<file path="src/rtl/dwdt_indep.sv">
// constants package and the independent watchdog core
`timescale 1ns/1ps
`default_nettype none

package dwdt_pkg;
    // ==============================================================
    // key codes and reset values
    localparam logic [15:0] KEY_UNLOCK   = 16'h5555;
    localparam logic [15:0] KEY_REFRESH  = 16'haaaa;
    localparam logic [15:0] KEY_START    = 16'hcccc;
    localparam logic [15:0] KEY_RDATA    = 16'h0000;
    localparam logic [11:0] RELOAD_RST   = 12'hfff;
    localparam logic [2:0]  PRESCALE_RST = 3'h0;
    localparam logic [11:0] IND_CNT_ZERO = 12'h000;
    // ==============================================================
    // window watchdog values
    localparam logic [6:0]  WIN_CNT_RST   = 7'h7f;
    localparam logic [6:0]  WIN_VALUE_RST = 7'h7f;
    localparam logic [1:0]  WIN_DIV_RST   = 2'h0;
    localparam logic [6:0]  WIN_LOW_LIMIT = 7'h40;
    localparam logic [6:0]  WIN_WARN_PRE  = 7'h41;
    localparam int          WIN_BASE_DIV  = 4096;
    localparam int          WIN_DIV_STEPS = 8;
    // ==============================================================
    // timing: low-speed clock and shortest independent timeout
    localparam int CLK_PERIOD_NS      = 10;
    localparam int LSI_FREQ_HZ        = 32000;
    localparam int IND_MIN_TIMEOUT_NS = 125000;
    localparam int IND_MIN_TIMEOUT_LSI =
        (IND_MIN_TIMEOUT_NS * (LSI_FREQ_HZ / 1000) + 999999) / 1000000;
    localparam int IND_MIN_DIV = 4;
    localparam int IND_MAX_DIV = 256;
endpackage

module dwdt_indep (
    input  wire logic        sys_clk,
    input  wire logic        rst_n,
    input  wire logic        lsi_tick,
    input  wire logic        auto_start,
    input  wire logic        dbg_halt,
    input  wire logic        dbg_freeze,
    input  wire logic        key_wr,
    input  wire logic [15:0] key_data,
    input  wire logic        psc_wr,
    input  wire logic [2:0]  psc_data,
    input  wire logic        rld_wr,
    input  wire logic [11:0] rld_data,
    input  wire logic        rst_ack,
    output logic [2:0]       indep_prescale_reg,
    output logic [11:0]      indep_reload_reg,
    output logic             prescale_update_flag,
    output logic             reload_update_flag,
    output logic             unlocked,
    output logic             running,
    output logic [11:0]      count,
    output logic             rst_req
);
    // ==============================================================
    // divider lookup: codes 6 and 7 both give the largest step
    function automatic logic [8:0] psc_last(input logic [2:0] code);
        psc_last = (code >= 3'h6) ? 9'h0ff : 9'((9'h004 << code) - 9'h001);
    endfunction

    // shortest timeout must be one step of the smallest divider
    if (dwdt_pkg::IND_MIN_TIMEOUT_LSI != dwdt_pkg::IND_MIN_DIV) begin : g_chk
        $error("shortest timeout does not match smallest divider");
    end

    logic        strap_reg, strap_next, run_reg, run_next, unl_reg, unl_next;
    logic [2:0]  psc_reg, psc_next, psc_act_reg, psc_act_next;
    logic [11:0] rld_reg, rld_next, rld_act_reg, rld_act_next;
    logic        pflag_reg, pflag_next, rflag_reg, rflag_next;
    logic [7:0]  div_reg, div_next;
    logic [11:0] cnt_reg, cnt_next;
    logic        req_reg, req_next, tick_en, cnt_tick, refresh, expire;

    assign refresh  = key_wr && key_data == dwdt_pkg::KEY_REFRESH;
    // frozen only when halted and the freeze option is chosen
    assign tick_en  = lsi_tick && run_reg && !(dbg_halt && dbg_freeze);
    assign cnt_tick = tick_en && {1'b0, div_reg} == psc_last(psc_act_reg);
    assign expire   = cnt_tick && cnt_reg == dwdt_pkg::IND_CNT_ZERO;

    // control, protection and counter next state
    always_comb begin
        strap_next   = 1'b1;
        run_next     = run_reg;
        unl_next     = unl_reg;
        psc_next     = psc_reg;
        rld_next     = rld_reg;
        pflag_next   = pflag_reg && !lsi_tick;
        rflag_next   = rflag_reg && !lsi_tick;
        psc_act_next = (pflag_reg && lsi_tick) ? psc_reg : psc_act_reg;
        rld_act_next = (rflag_reg && lsi_tick) ? rld_reg : rld_act_reg;
        div_next     = tick_en ? (cnt_tick ? 8'h00 : 8'(div_reg + 8'h01)) : div_reg;
        cnt_next     = cnt_reg;
        // strap is caught in the first cycle after reset release
        if (!strap_reg && auto_start)
            run_next = 1'b1;
        if (key_wr && key_data == dwdt_pkg::KEY_START)
            run_next = 1'b1;
        if (key_wr)
            unl_next = key_data == dwdt_pkg::KEY_UNLOCK;
        if (psc_wr && unl_reg && !pflag_reg) begin
            psc_next   = psc_data;
            pflag_next = 1'b1;
        end
        if (rld_wr && unl_reg && !rflag_reg) begin
            rld_next   = rld_data;
            rflag_next = 1'b1;
        end
        if (refresh) begin
            cnt_next = rld_act_reg;
            div_next = 8'h00;
        end else if (expire) begin
            cnt_next = rld_act_reg;
        end else if (cnt_tick) begin
            cnt_next = 12'(cnt_reg - 12'h001);
        end
        req_next = expire || (req_reg && !rst_ack);
    end

    always_ff @(posedge sys_clk or negedge rst_n) begin
        if (!rst_n) begin
            strap_reg   <= 1'b0;
            run_reg     <= 1'b0;
            unl_reg     <= 1'b0;
            psc_reg     <= dwdt_pkg::PRESCALE_RST;
            psc_act_reg <= dwdt_pkg::PRESCALE_RST;
            rld_reg     <= dwdt_pkg::RELOAD_RST;
            rld_act_reg <= dwdt_pkg::RELOAD_RST;
            pflag_reg   <= 1'b0;
            rflag_reg   <= 1'b0;
            div_reg     <= 8'h00;
            cnt_reg     <= dwdt_pkg::RELOAD_RST;
            req_reg     <= 1'b0;
        end else begin
            strap_reg   <= strap_next;
            run_reg     <= run_next;
            unl_reg     <= unl_next;
            psc_reg     <= psc_next;
            psc_act_reg <= psc_act_next;
            rld_reg     <= rld_next;
            rld_act_reg <= rld_act_next;
            pflag_reg   <= pflag_next;
            rflag_reg   <= rflag_next;
            div_reg     <= div_next;
            cnt_reg     <= cnt_next;
            req_reg     <= req_next;
        end
    end

    assign indep_prescale_reg   = psc_reg;
    assign indep_reload_reg     = rld_reg;
    assign prescale_update_flag = pflag_reg;
    assign reload_update_flag   = rflag_reg;
    assign unlocked             = unl_reg;
    assign running              = run_reg;
    assign count                = cnt_reg;
    assign rst_req              = req_reg;
endmodule

`default_nettype wire

</file>
<file path="src/rtl/dwdt_top.sv">
// dual watchdog top: reset release, window watchdog, independent core
`timescale 1ns/1ps
`default_nettype none

// Overview of operation
// - start code enables independent count, zero resets
// - refresh code reloads independent counter
// - unlock code opens prescale and reload writes
// - any other key value relocks them
// - refresh code also relocks them
// - auto-start strap runs counter after reset
// - debug halt freezes counter when selected
// - prescaler, 12-bit counter, 12-bit reload
// - runs from own low-speed tick
// - timeouts scale 0.125ms to 32768ms, doubling
// - 7-bit window counter, divided bus clock
// - enabled window resets on 0x40 to 0x3F
// - enabled early reload above window resets
// - window disabled at reset, software enables
// - window counter keeps counting while disabled
// - early warning raised as count reaches 0x40
// - writing zero clears early warning flag
// - timeout is 4096 times 2^div times cnt[5:0]+1
// - prescale code divides 4 to 256
// - reload resets to all ones, flag-gated writes
// - key register always reads zero
module dwdt_top #(
    parameter int WIN_BASE_DIV = dwdt_pkg::WIN_BASE_DIV
) (
    input  wire logic        sys_clk,
    input  wire logic        nrst,
    // independent watchdog side
    input  wire logic        lsi_tick,
    input  wire logic        auto_start,
    input  wire logic        dbg_halt,
    input  wire logic        debug_freeze_reg,
    input  wire logic        indep_key_wr,
    input  wire logic [15:0] indep_key_data,
    input  wire logic        indep_prescale_wr,
    input  wire logic [2:0]  indep_prescale_data,
    input  wire logic        indep_reload_wr,
    input  wire logic [11:0] indep_reload_data,
    input  wire logic        indep_rst_ack,
    output logic [15:0]      indep_key_rdata,
    output logic [2:0]       indep_prescale_reg,
    output logic [11:0]      indep_reload_reg,
    output logic             prescale_update_flag,
    output logic             reload_update_flag,
    output logic             indep_unlocked,
    output logic             indep_running,
    output logic [11:0]      indep_count,
    output logic             indep_rst_req,
    // window watchdog side
    input  wire logic        window_control_wr,
    input  wire logic        window_enable_bit,
    input  wire logic [6:0]  window_count_data,
    input  wire logic        window_config_wr,
    input  wire logic [6:0]  window_value_data,
    input  wire logic [1:0]  window_timebase_div,
    input  wire logic        early_warning_int_enable,
    input  wire logic        window_status_wr,
    input  wire logic        window_status_data,
    input  wire logic        window_rst_ack,
    output logic             window_enabled,
    output logic [6:0]       window_count,
    output logic [6:0]       window_value,
    output logic [1:0]       window_div,
    output logic             window_ewi_enabled,
    output logic             window_status_reg,
    output logic             window_irq,
    output logic             window_rst_req
);
    localparam int PRE_W = $clog2(WIN_BASE_DIV * dwdt_pkg::WIN_DIV_STEPS);

    if (WIN_BASE_DIV < 1 || (WIN_BASE_DIV & (WIN_BASE_DIV - 1)) != 0) begin : g_chk
        $error("WIN_BASE_DIV must be a power of two");
    end

    // ==============================================================
    // reset release: async assert, two-flop synchronous release
    logic rst_sync1_reg, rst_n;

    always_ff @(posedge sys_clk or negedge nrst) begin
        if (!nrst) begin
            rst_sync1_reg <= 1'b0;
            rst_n         <= 1'b0;
        end else begin
            rst_sync1_reg <= 1'b1;
            rst_n         <= rst_sync1_reg;
        end
    end

    // ==============================================================
    // independent watchdog
    dwdt_indep u_indep (
        .sys_clk              (sys_clk),
        .rst_n                (rst_n),
        .lsi_tick             (lsi_tick),
        .auto_start           (auto_start),
        .dbg_halt             (dbg_halt),
        .dbg_freeze           (debug_freeze_reg),
        .key_wr               (indep_key_wr),
        .key_data             (indep_key_data),
        .psc_wr               (indep_prescale_wr),
        .psc_data             (indep_prescale_data),
        .rld_wr               (indep_reload_wr),
        .rld_data             (indep_reload_data),
        .rst_ack              (indep_rst_ack),
        .indep_prescale_reg   (indep_prescale_reg),
        .indep_reload_reg     (indep_reload_reg),
        .prescale_update_flag (prescale_update_flag),
        .reload_update_flag   (reload_update_flag),
        .unlocked             (indep_unlocked),
        .running              (indep_running),
        .count                (indep_count),
        .rst_req              (indep_rst_req)
    );

    // write-only key: reads never reveal the last code
    assign indep_key_rdata = dwdt_pkg::KEY_RDATA;

    // ==============================================================
    // window watchdog timebase
    // last prescaler count for a code: base times two to the code, less one
    function automatic logic [PRE_W-1:0] win_last(input logic [1:0] code);
        win_last = PRE_W'((WIN_BASE_DIV << code) - 1);
    endfunction

    logic [PRE_W-1:0] pre_reg, pre_next;
    logic             win_tick;

    // the bus clock is sys_clk itself, so no crossing is needed
    assign win_tick = pre_reg == win_last(window_div);

    always_comb begin
        pre_next = win_tick ? '0 : PRE_W'(pre_reg + 1'b1);
    end

    always_ff @(posedge sys_clk or negedge rst_n) begin
        if (!rst_n)
            pre_reg <= '0;
        else
            pre_reg <= pre_next;
    end

    // ==============================================================
    // window watchdog control, counter, flag and reset request
    logic       en_reg, en_next;
    logic [6:0] cnt_reg, cnt_next, val_reg, val_next;
    logic [1:0] div_reg, div_next;
    logic       ewie_reg, ewie_next, flag_reg, flag_next;
    logic       req_reg, req_next, under, early, warn;

    // underflow only matters while enabled; counting never stops
    assign under = en_reg && win_tick && !window_control_wr
                   && cnt_reg == dwdt_pkg::WIN_LOW_LIMIT;
    // whole 7-bit compare so the window covers the top half too
    assign early = en_reg && window_control_wr && cnt_reg > val_reg;
    assign warn  = win_tick && !window_control_wr
                   && cnt_reg == dwdt_pkg::WIN_WARN_PRE;

    always_comb begin
        en_next   = en_reg;
        cnt_next  = cnt_reg;
        val_next  = val_reg;
        div_next  = div_reg;
        ewie_next = ewie_reg;
        flag_next = flag_reg;
        // enable can only be set; it falls only with system reset
        if (window_control_wr && window_enable_bit)
            en_next = 1'b1;
        if (window_control_wr)
            cnt_next = window_count_data;
        else if (win_tick)
            cnt_next = 7'(cnt_reg - 7'h01);
        if (window_config_wr) begin
            val_next  = window_value_data;
            div_next  = window_timebase_div;
            ewie_next = early_warning_int_enable;
        end
        // writing zero clears; a new warning in the same cycle wins
        if (window_status_wr && !window_status_data)
            flag_next = 1'b0;
        if (warn)
            flag_next = 1'b1;
        req_next = under || early || (req_reg && !window_rst_ack);
    end

    always_ff @(posedge sys_clk or negedge rst_n) begin
        if (!rst_n) begin
            en_reg   <= 1'b0;
            cnt_reg  <= dwdt_pkg::WIN_CNT_RST;
            val_reg  <= dwdt_pkg::WIN_VALUE_RST;
            div_reg  <= dwdt_pkg::WIN_DIV_RST;
            ewie_reg <= 1'b0;
            flag_reg <= 1'b0;
            req_reg  <= 1'b0;
        end else begin
            en_reg   <= en_next;
            cnt_reg  <= cnt_next;
            val_reg  <= val_next;
            div_reg  <= div_next;
            ewie_reg <= ewie_next;
            flag_reg <= flag_next;
            req_reg  <= req_next;
        end
    end

    // outputs straight from registers; irq is a simple gate
    assign window_enabled     = en_reg;
    assign window_count       = cnt_reg;
    assign window_value       = val_reg;
    assign window_div         = div_reg;
    assign window_ewi_enabled = ewie_reg;
    assign window_status_reg  = flag_reg;
    assign window_irq         = flag_reg && ewie_reg;
    assign window_rst_req     = req_reg;
endmodule

`default_nettype wire

</file>
<file path="config.mk">
export PLATFORM = sky130hd
export DESIGN_NAME = dwdt_top
export DESIGN_NICKNAME = d
export VERILOG_FILES = /design/src/rtl/dwdt_indep.sv /design/src/rtl/dwdt_top.sv
export SDC_FILE = /design/constraint.sdc
export NUM_CORES = 1
export LEC_CHECK = 0
export BUFFER_PORTS_ARGS = -buffer_cell sky130_fd_sc_hd__buf_2
export CAP_MARGIN = 40
export CORE_MARGIN = 2
export CORE_UTILIZATION = 35
export CTS_BUF_LIST = sky130_fd_sc_hd__clkbuf_4 sky130_fd_sc_hd__clkbuf_8
export CTS_CLUSTER_SIZE = 14
export DETAILED_ROUTE_END_ITERATION = 6
export PLACE_DENSITY_LB_ADDON = 0.2
export SLEW_MARGIN = 20
export SYNTH_ARGS = -nofsm -noshare
export SYNTH_HDL_FRONTEND = slang
export SYNTH_SLANG_ARGS = --single-unit
export TNS_END_PERCENT = 1
</file>
<file path="constraint.sdc">
create_clock -name sys_clk -period 7.8 [get_ports sys_clk]
set_input_delay 0.78 -clock sys_clk [delete_from_list [all_inputs] [get_ports sys_clk]]
set_output_delay 0.78 -clock sys_clk [all_outputs]
set_load 0.02 [all_outputs]
</file>
* Word level (Yosys, flattened, before mapping) *
Index checks and enable logic that the tools add are counted.

word-level totals
  output and inout port bits = 69
  register bits = 93
  input bits = 64
  word-level logic and storage cells = 101

operators by class
  $lt $le $gt $ge = 2
  equal/unequal tests = 7
  shifts and indexed selects = 2
  add/subtract/negate cells = 6
  reductions and logical operators = 46
  mux-type cells = 16

operators by type and width
  cell                                                   number
  two-way mux 12 bit                                     3
  equality test 16 bit, second input constant            2
  logical AND 1 bit                                      28
  two-way mux 8 bit                                      3
  equality test 16 x 15 -> 1 bit, second input constant  1
  adder 15 x 1 -> 15 bit, second input constant          1
  equality test 15 bit                                   1
  two-way mux 15 bit                                     1
  << shifter 13 x 2 -> 15 bit, first input constant      1
  subtractor 15 x 2 -> 15 bit, second input constant     1
  equality test 7 bit, second input constant             2
  two-way mux 7 bit                                      2
  zero test 12 bit                                       1
  subtractor 12 x 1 -> 12 bit, second input constant     1
  equality test 8 x 9 -> 1 bit                           1
  zero test 1 bit                                        9
  two-way mux 9 bit                                      1
  << shifter 3 x 3 -> 9 bit, first input constant        1
  subtractor 9 x 1 -> 9 bit, second input constant       1
  adder 8 x 1 -> 8 bit, second input constant            1
  nonzero test 2 bit                                     4
  > comparator 7 bit                                     1
  subtractor 7 x 1 -> 7 bit, second input constant       1
  two-way mux 1 bit                                      6
  other kinds (3)                                        5

* Logic depth before layout (Yosys ltp) *
  word-level depth = 8
  mapped depth = 9
  depth with buffers taken out = 8

* By module *
A second synthesis with hierarchy kept.

second synthesis, totals
  cells, all modules = 441
  area, all modules = 4774.6 um^2

by module, submodules not included
  module      area each (um^2)  times used  cells an instance  seq. area each (um^2)
  dwdt_indep  2787.7            1           246                1446.4
  dwdt_top    1986.9            1           195                943.4

* Worst setup path after synthesis *
No wires, ideal clock.

  path kind = in2reg
  start point = in indep_key_data[8]
  end point = reg u_indep.cnt_reg[3], in the netlist u_indep.count[3]
  data required time = 7.711 ns
  arrival = 2.001 ns
  path slack = 5.709 ns
  cell stages on the path = 7
  cells stage by stage = nor4bb_1 > and4_1 > and3_1 > buf_2 > buf_2 > a211oi_2 > a311oi_2

between the ends
  word-level cells in the longest chain between the ends = 3
  elaborated cells between the ends (all ways) = 4
  those cells by class = eq/ne: 1; mux: 1; reduce/logical: 2

RTL lines
  item                                                                              line               RTL
  from (decl)                                                                       dwdt_top.sv:38     input wire logic [15:0] indep_key_data,
  equality test 16 bit *                                                            dwdt_indep.sv:77   assign refresh = key_wr && key_data == dwdt_pkg::KEY_REFRESH;
  logical AND 1 bit *                                                               dwdt_indep.sv:77
  nonzero test 3 bit (no source line) / two-way mux 12 bit (equally long branches)  --
  to (signal assigned)                                                              dwdt_indep.sv:134  cnt_reg <= dwdt_pkg::RELOAD_RST;
  to (signal assigned)                                                              dwdt_indep.sv:147  cnt_reg <= cnt_next;
  to (decl)                                                                         dwdt_indep.sv:74   logic [11:0] cnt_reg, cnt_next;

Mark *: on every way between the ends. The rest lies on a longest branch, timed or not.
A chain may end at the register's enable or synchronous reset.

* Final worst setup path *
  start point = in lsi_tick
  end point = reg u_indep.cnt_reg[8], in the netlist u_indep.count[8]

between the ends
  word-level cells in the longest chain between the ends = 6
  elaborated cells between the ends (all ways) = 7
  those cells by class = mux: 2; reduce/logical: 5

RTL lines
  item                              line               RTL
  from (decl)                       dwdt_top.sv:33     input wire logic lsi_tick,
  logical AND 1 bit * (2 in a row)  dwdt_indep.sv:79   assign tick_en = lsi_tick && run_reg && !(dbg_halt && dbg_freeze);
  logical AND 1 bit *               dwdt_indep.sv:80   assign cnt_tick = tick_en && {1'b0, div_reg} == psc_last(psc_act_reg);
  logical AND 1 bit                 dwdt_indep.sv:81   assign expire = cnt_tick && cnt_reg == dwdt_pkg::IND_CNT_ZERO;
  two-way mux 12 bit                dwdt_indep.sv:114  end else if (expire) begin
  two-way mux 12 bit                dwdt_indep.sv:111  if (refresh) begin

Marks and branches as above.

==> summary.txt <==
Status
  • Outcome: finished clean

Timing
  • Min Tclk post-route: 2.676 ns
  • Total negative slack: 0 ns
  • Worst Hold Slack: 0.1710 ns
  • Clock Skew: 0.01140 ns
  • Final Cycle Share: 0.3431
  • Worst Tran Pin Value: 0.7849 ns
  • Worst slew margin: 0.4767
  • Final Max Slew Viols: 0
  • RSZ-0062 raised after global routing: no
  • Fmax: 373.6 MHz
  • Setup Viol. Count Final: 0
  • Final hold violations: 0

Pwr
  • Lkg Pwr: 2.668 nW
  • Switching Fraction: 0.2888
  • Sw Pwr: 0.0003633 W
  • Register share of total power: 0.497
  • Worst vdd ir: 0.1144 mV
  • Clock power frac: 0.326
  • Power after layout: 0.001258 W
  • Internal power: 0.0008949 W
  • PD cells: 217.0 nW/um2
  • Comb power frac: 0.177

Floorplan
  • Cell Rows: 42
  • Die Span Y: 121.6 um
  • Initial core utilization: 0.3613
  • Core area: 13400 um2
  • Full die area: 14790 um2
  • Die X: 121.6 um
  • Top Ports: 133

Clocking
  • Post-CTS Setup Bufs: 0
  • Clock-pin slew on the worst setup and hold paths: 0.09 ns
  • # hold bufs at CTS: 0
  • Max Buffers Root-to-Sink: 2
  • Cells resized by post-CTS repair: 0
  • Clk_lat worst skew: 0.37 ns
  • CTS Buf Count: 9
  • CTS Root Cell: clkbuf_8
  • CTS H-tree depth: 3
  • Clock sink count: 93
  • CTS tree: yes

Route
  • First-iteration detailed-routing DRC count: 197
  • First drt pass iteration count: 4
  • Final wirelength: 11300 um
  • WL per Instance: 15.24 um
  • Via count: 3698
  • DRC viols: 0
  • Via/cell ratio: 4.991
  • Post-route ant nets: 0

Critical path
  • Slowest-stage cell, CP: a21oi_1
  • Critical path cell sequence: buf_2 -> nand2_1 -> a21oi_1 -> o2111a_1 -> nand2_2 -> or4_1 -> o2111ai_1
  • Kind of critical path: primary input to register
  • Crit path capture type: register
  • CP max stage delay: 0.61 ns
  • Crit-path max FO: 12
  • Worst R2R Path Depth: 6
  • Crit path DAT: 2.96 ns
  • Critical path startpoint category: primary input
  • Buf/Inv on CP: 1
  • CP delay by family, top: compound AO/OA/AOI/OAI gates
  • Worst r2r src: u_indep.running$_DFFE_PN0P_
  • Worst R2R End: u_indep.count[8]$_DFFE_PN1P_
  • Worst reg-to-reg setup slack: 5.25 ns
  • Required @ worst endpoint: 8.09 ns
  • WP depth: 7

Logic synthesis
  • Mapped cell area: 4841 um2
  • Synthesized area per cell: 10.85 um2
  • Post-synth EDFFs: 0
  • Async SR Flop Fraction: 1.000
  • Post-synthesis sequential area ratio: 0.4937
  • Main flop type after synthesis: dfstp_2
  • #FFs+latches synth: 93
  • Post-Synthesis Cells: 446
  • Synth cell types: 65
  • Synth Warn #: 0

Global route
  • Vias in the first global route: 3729
  • Initial antenna violation count: 0
  • Largest net degree at the start of global routing: 41
  • Global route total overflow: 0
  • First-pass GRT wire length: 18670 um
  • GRT Total Usage: 0.1604

Finish
  • Final #Nets: 636
  • Largest register FFs: 15
  • Layout cell share with drive strength beyond 1: 0.4230
  • Syn-to-layout area delta: 19.75%
  • Inserted Diodes: 0
  • Fillers: 1347
  • Count of non-filler cells in the finished layout: 741

Placed design
  • Placed insts: 725
  • I/O Buffers: 116
  • Post-DP HPWL: 8437 um
  • RePlAce Congestion: 0.8446

Run
  • Number of max-cap violations: 0

Worst hold path
  • Worst min path class: primary input to async pin
==> power by group through the flow <==
stage / clock network, W / registers, W / logic [W]
after floorplan: 0 / 0.000632 / 0.000157
after global placement: 0 / 0.000630 / 0.000217
after detailed placement: 0 / 0.000633 / 0.000224
after CTS: 0.000426 / 0.000625 / 0.000225
after global routing: 0.000446 / 0.000637 / 0.000251
final: 0.000410 / 0.000626 / 0.000222
==> worst register-to-register path: cells and delay by family, from the launching register on <==
| kind | cells | cell delay (ns) |
|---|---|---|
| compound gates | 3 | 1.24 |
| simple gates | 3 | 0.83 |
| flops | 1 | 0.40 |
==> synthesized netlist by cell type (3+ instances only) <==
cell type,n,area [um2]
dfstp_2,50,1314
dfrtp_1,43,1076
mux2_2,36,405.4
nor2_1,31,116.4
nand2_1,27,101.4
inv_1,22,82.58
nand3_1,22,110.1
buf_4,18,135.1
o21ai_0,18,90.09
xnor2_1,18,157.7
a21oi_1,13,65.06
ha_1,12,150.1
nand4_1,10,62.56
xor2_1,9,78.83
nor3_1,8,40.04
nand2b_1,7,43.79
o21ai_1,7,35.03
and3_1,6,37.54
buf_2,6,30.03
o2111ai_1,6,52.55
clkbuf_1,5,18.77
nor4bb_1,5,50.05
o22a_1,4,35.03
and2_1,3,18.77
and4_1,3,26.28
nor2b_1,3,18.77
or3_1,3,18.77
==> per-stage QoR <==
step                      instance area (um2)  worst slack (ns)  utilization
after global placement                   5509             4.846       0.4111
after CTS                                5797             5.158       0.4326
final                                    5797             5.124       0.4326
after global routing                     5797             4.876       0.4326
after floorplan                          4901             5.105            -
after detailed placement                 5534             4.747       0.4130
==> placed cells by master (no fill, tap or decap), drive strengths merged, types with 3 or more instances in the layout <==
master	count
nor4	4
and4	3
nand4	10
bufinv	3
ha	12
dfstp	50
and2	3
a21oi	14
mux2	36
nand3	23
dfrtp	43
clkbuf	13
nor4bb	5
or3	3
xor2	9
xnor2	18
o22a	4
and3	6
nand2	28
buf	119
nor2	33
o21ai	25
inv	23
conb	18
nor3b	3
nand2b	7
nor2b	3
o2111ai	6
nor3	10
==> routing by layer <==
layer,vias to the layer above,part of all wire,global-route usage
met4,0,0.014,0.04454
met3,11,0.062,0.05384
met1,1809,0.46,0.2107
li1,1778,-,-
met5,-,0,0
met2,100,0.47,0.2542
==> area by class of cell <==
cell class / instances / area [um2] / share of cell area
well taps: 176 / 220.2 / 0.03799
flip-flops and latches: 93 / 2394 / 0.4129
repair buffers: 119 / 613.1 / 0.1058
multi-input cells: 314 / 2221 / 0.3831
inverters: 23 / 86.33 / 0.01489
clock buffers: 13 / 172.7 / 0.02979
clock inverters: 3 / 90.09 / 0.01554
==> cell families after synthesis <==
| family | Yosys count | synth area share |
|---|---|---|
| AO/OA/AOI/OAI | 72 | 0.1075 |
| XOR/XNOR | 27 | 0.04885 |
| adder cells (fa/ha/maj) | 12 | 0.03101 |
| buffers and inverters | 55 | 0.05996 |
| flip-flops | 93 | 0.4937 |
| multiplexers | 38 | 0.08788 |
| other | 2 | 0.001551 |
| AND/OR/NAND/NOR | 147 | 0.1696 |
==> how the worst max path moves through the flow <==
stage / from / endpoint / slack [ns]
finish: lsi_tick / u_indep.count[8]$_DFFE_PN1P_ / 5.12
floorplan: rst_n$_DFF_PN0_ / pre_reg[0]$_DFF_PN0_ / 5.11
global route: lsi_tick / u_indep.count[8]$_DFFE_PN1P_ / 4.88
detailed placement: lsi_tick / u_indep.count[8]$_DFFE_PN1P_ / 4.75
global placement: lsi_tick / u_indep.count[8]$_DFFE_PN1P_ / 4.85
CTS: lsi_tick / u_indep.count[8]$_DFFE_PN1P_ / 5.16
Note: power is estimated with default switching activity, not from simulation.
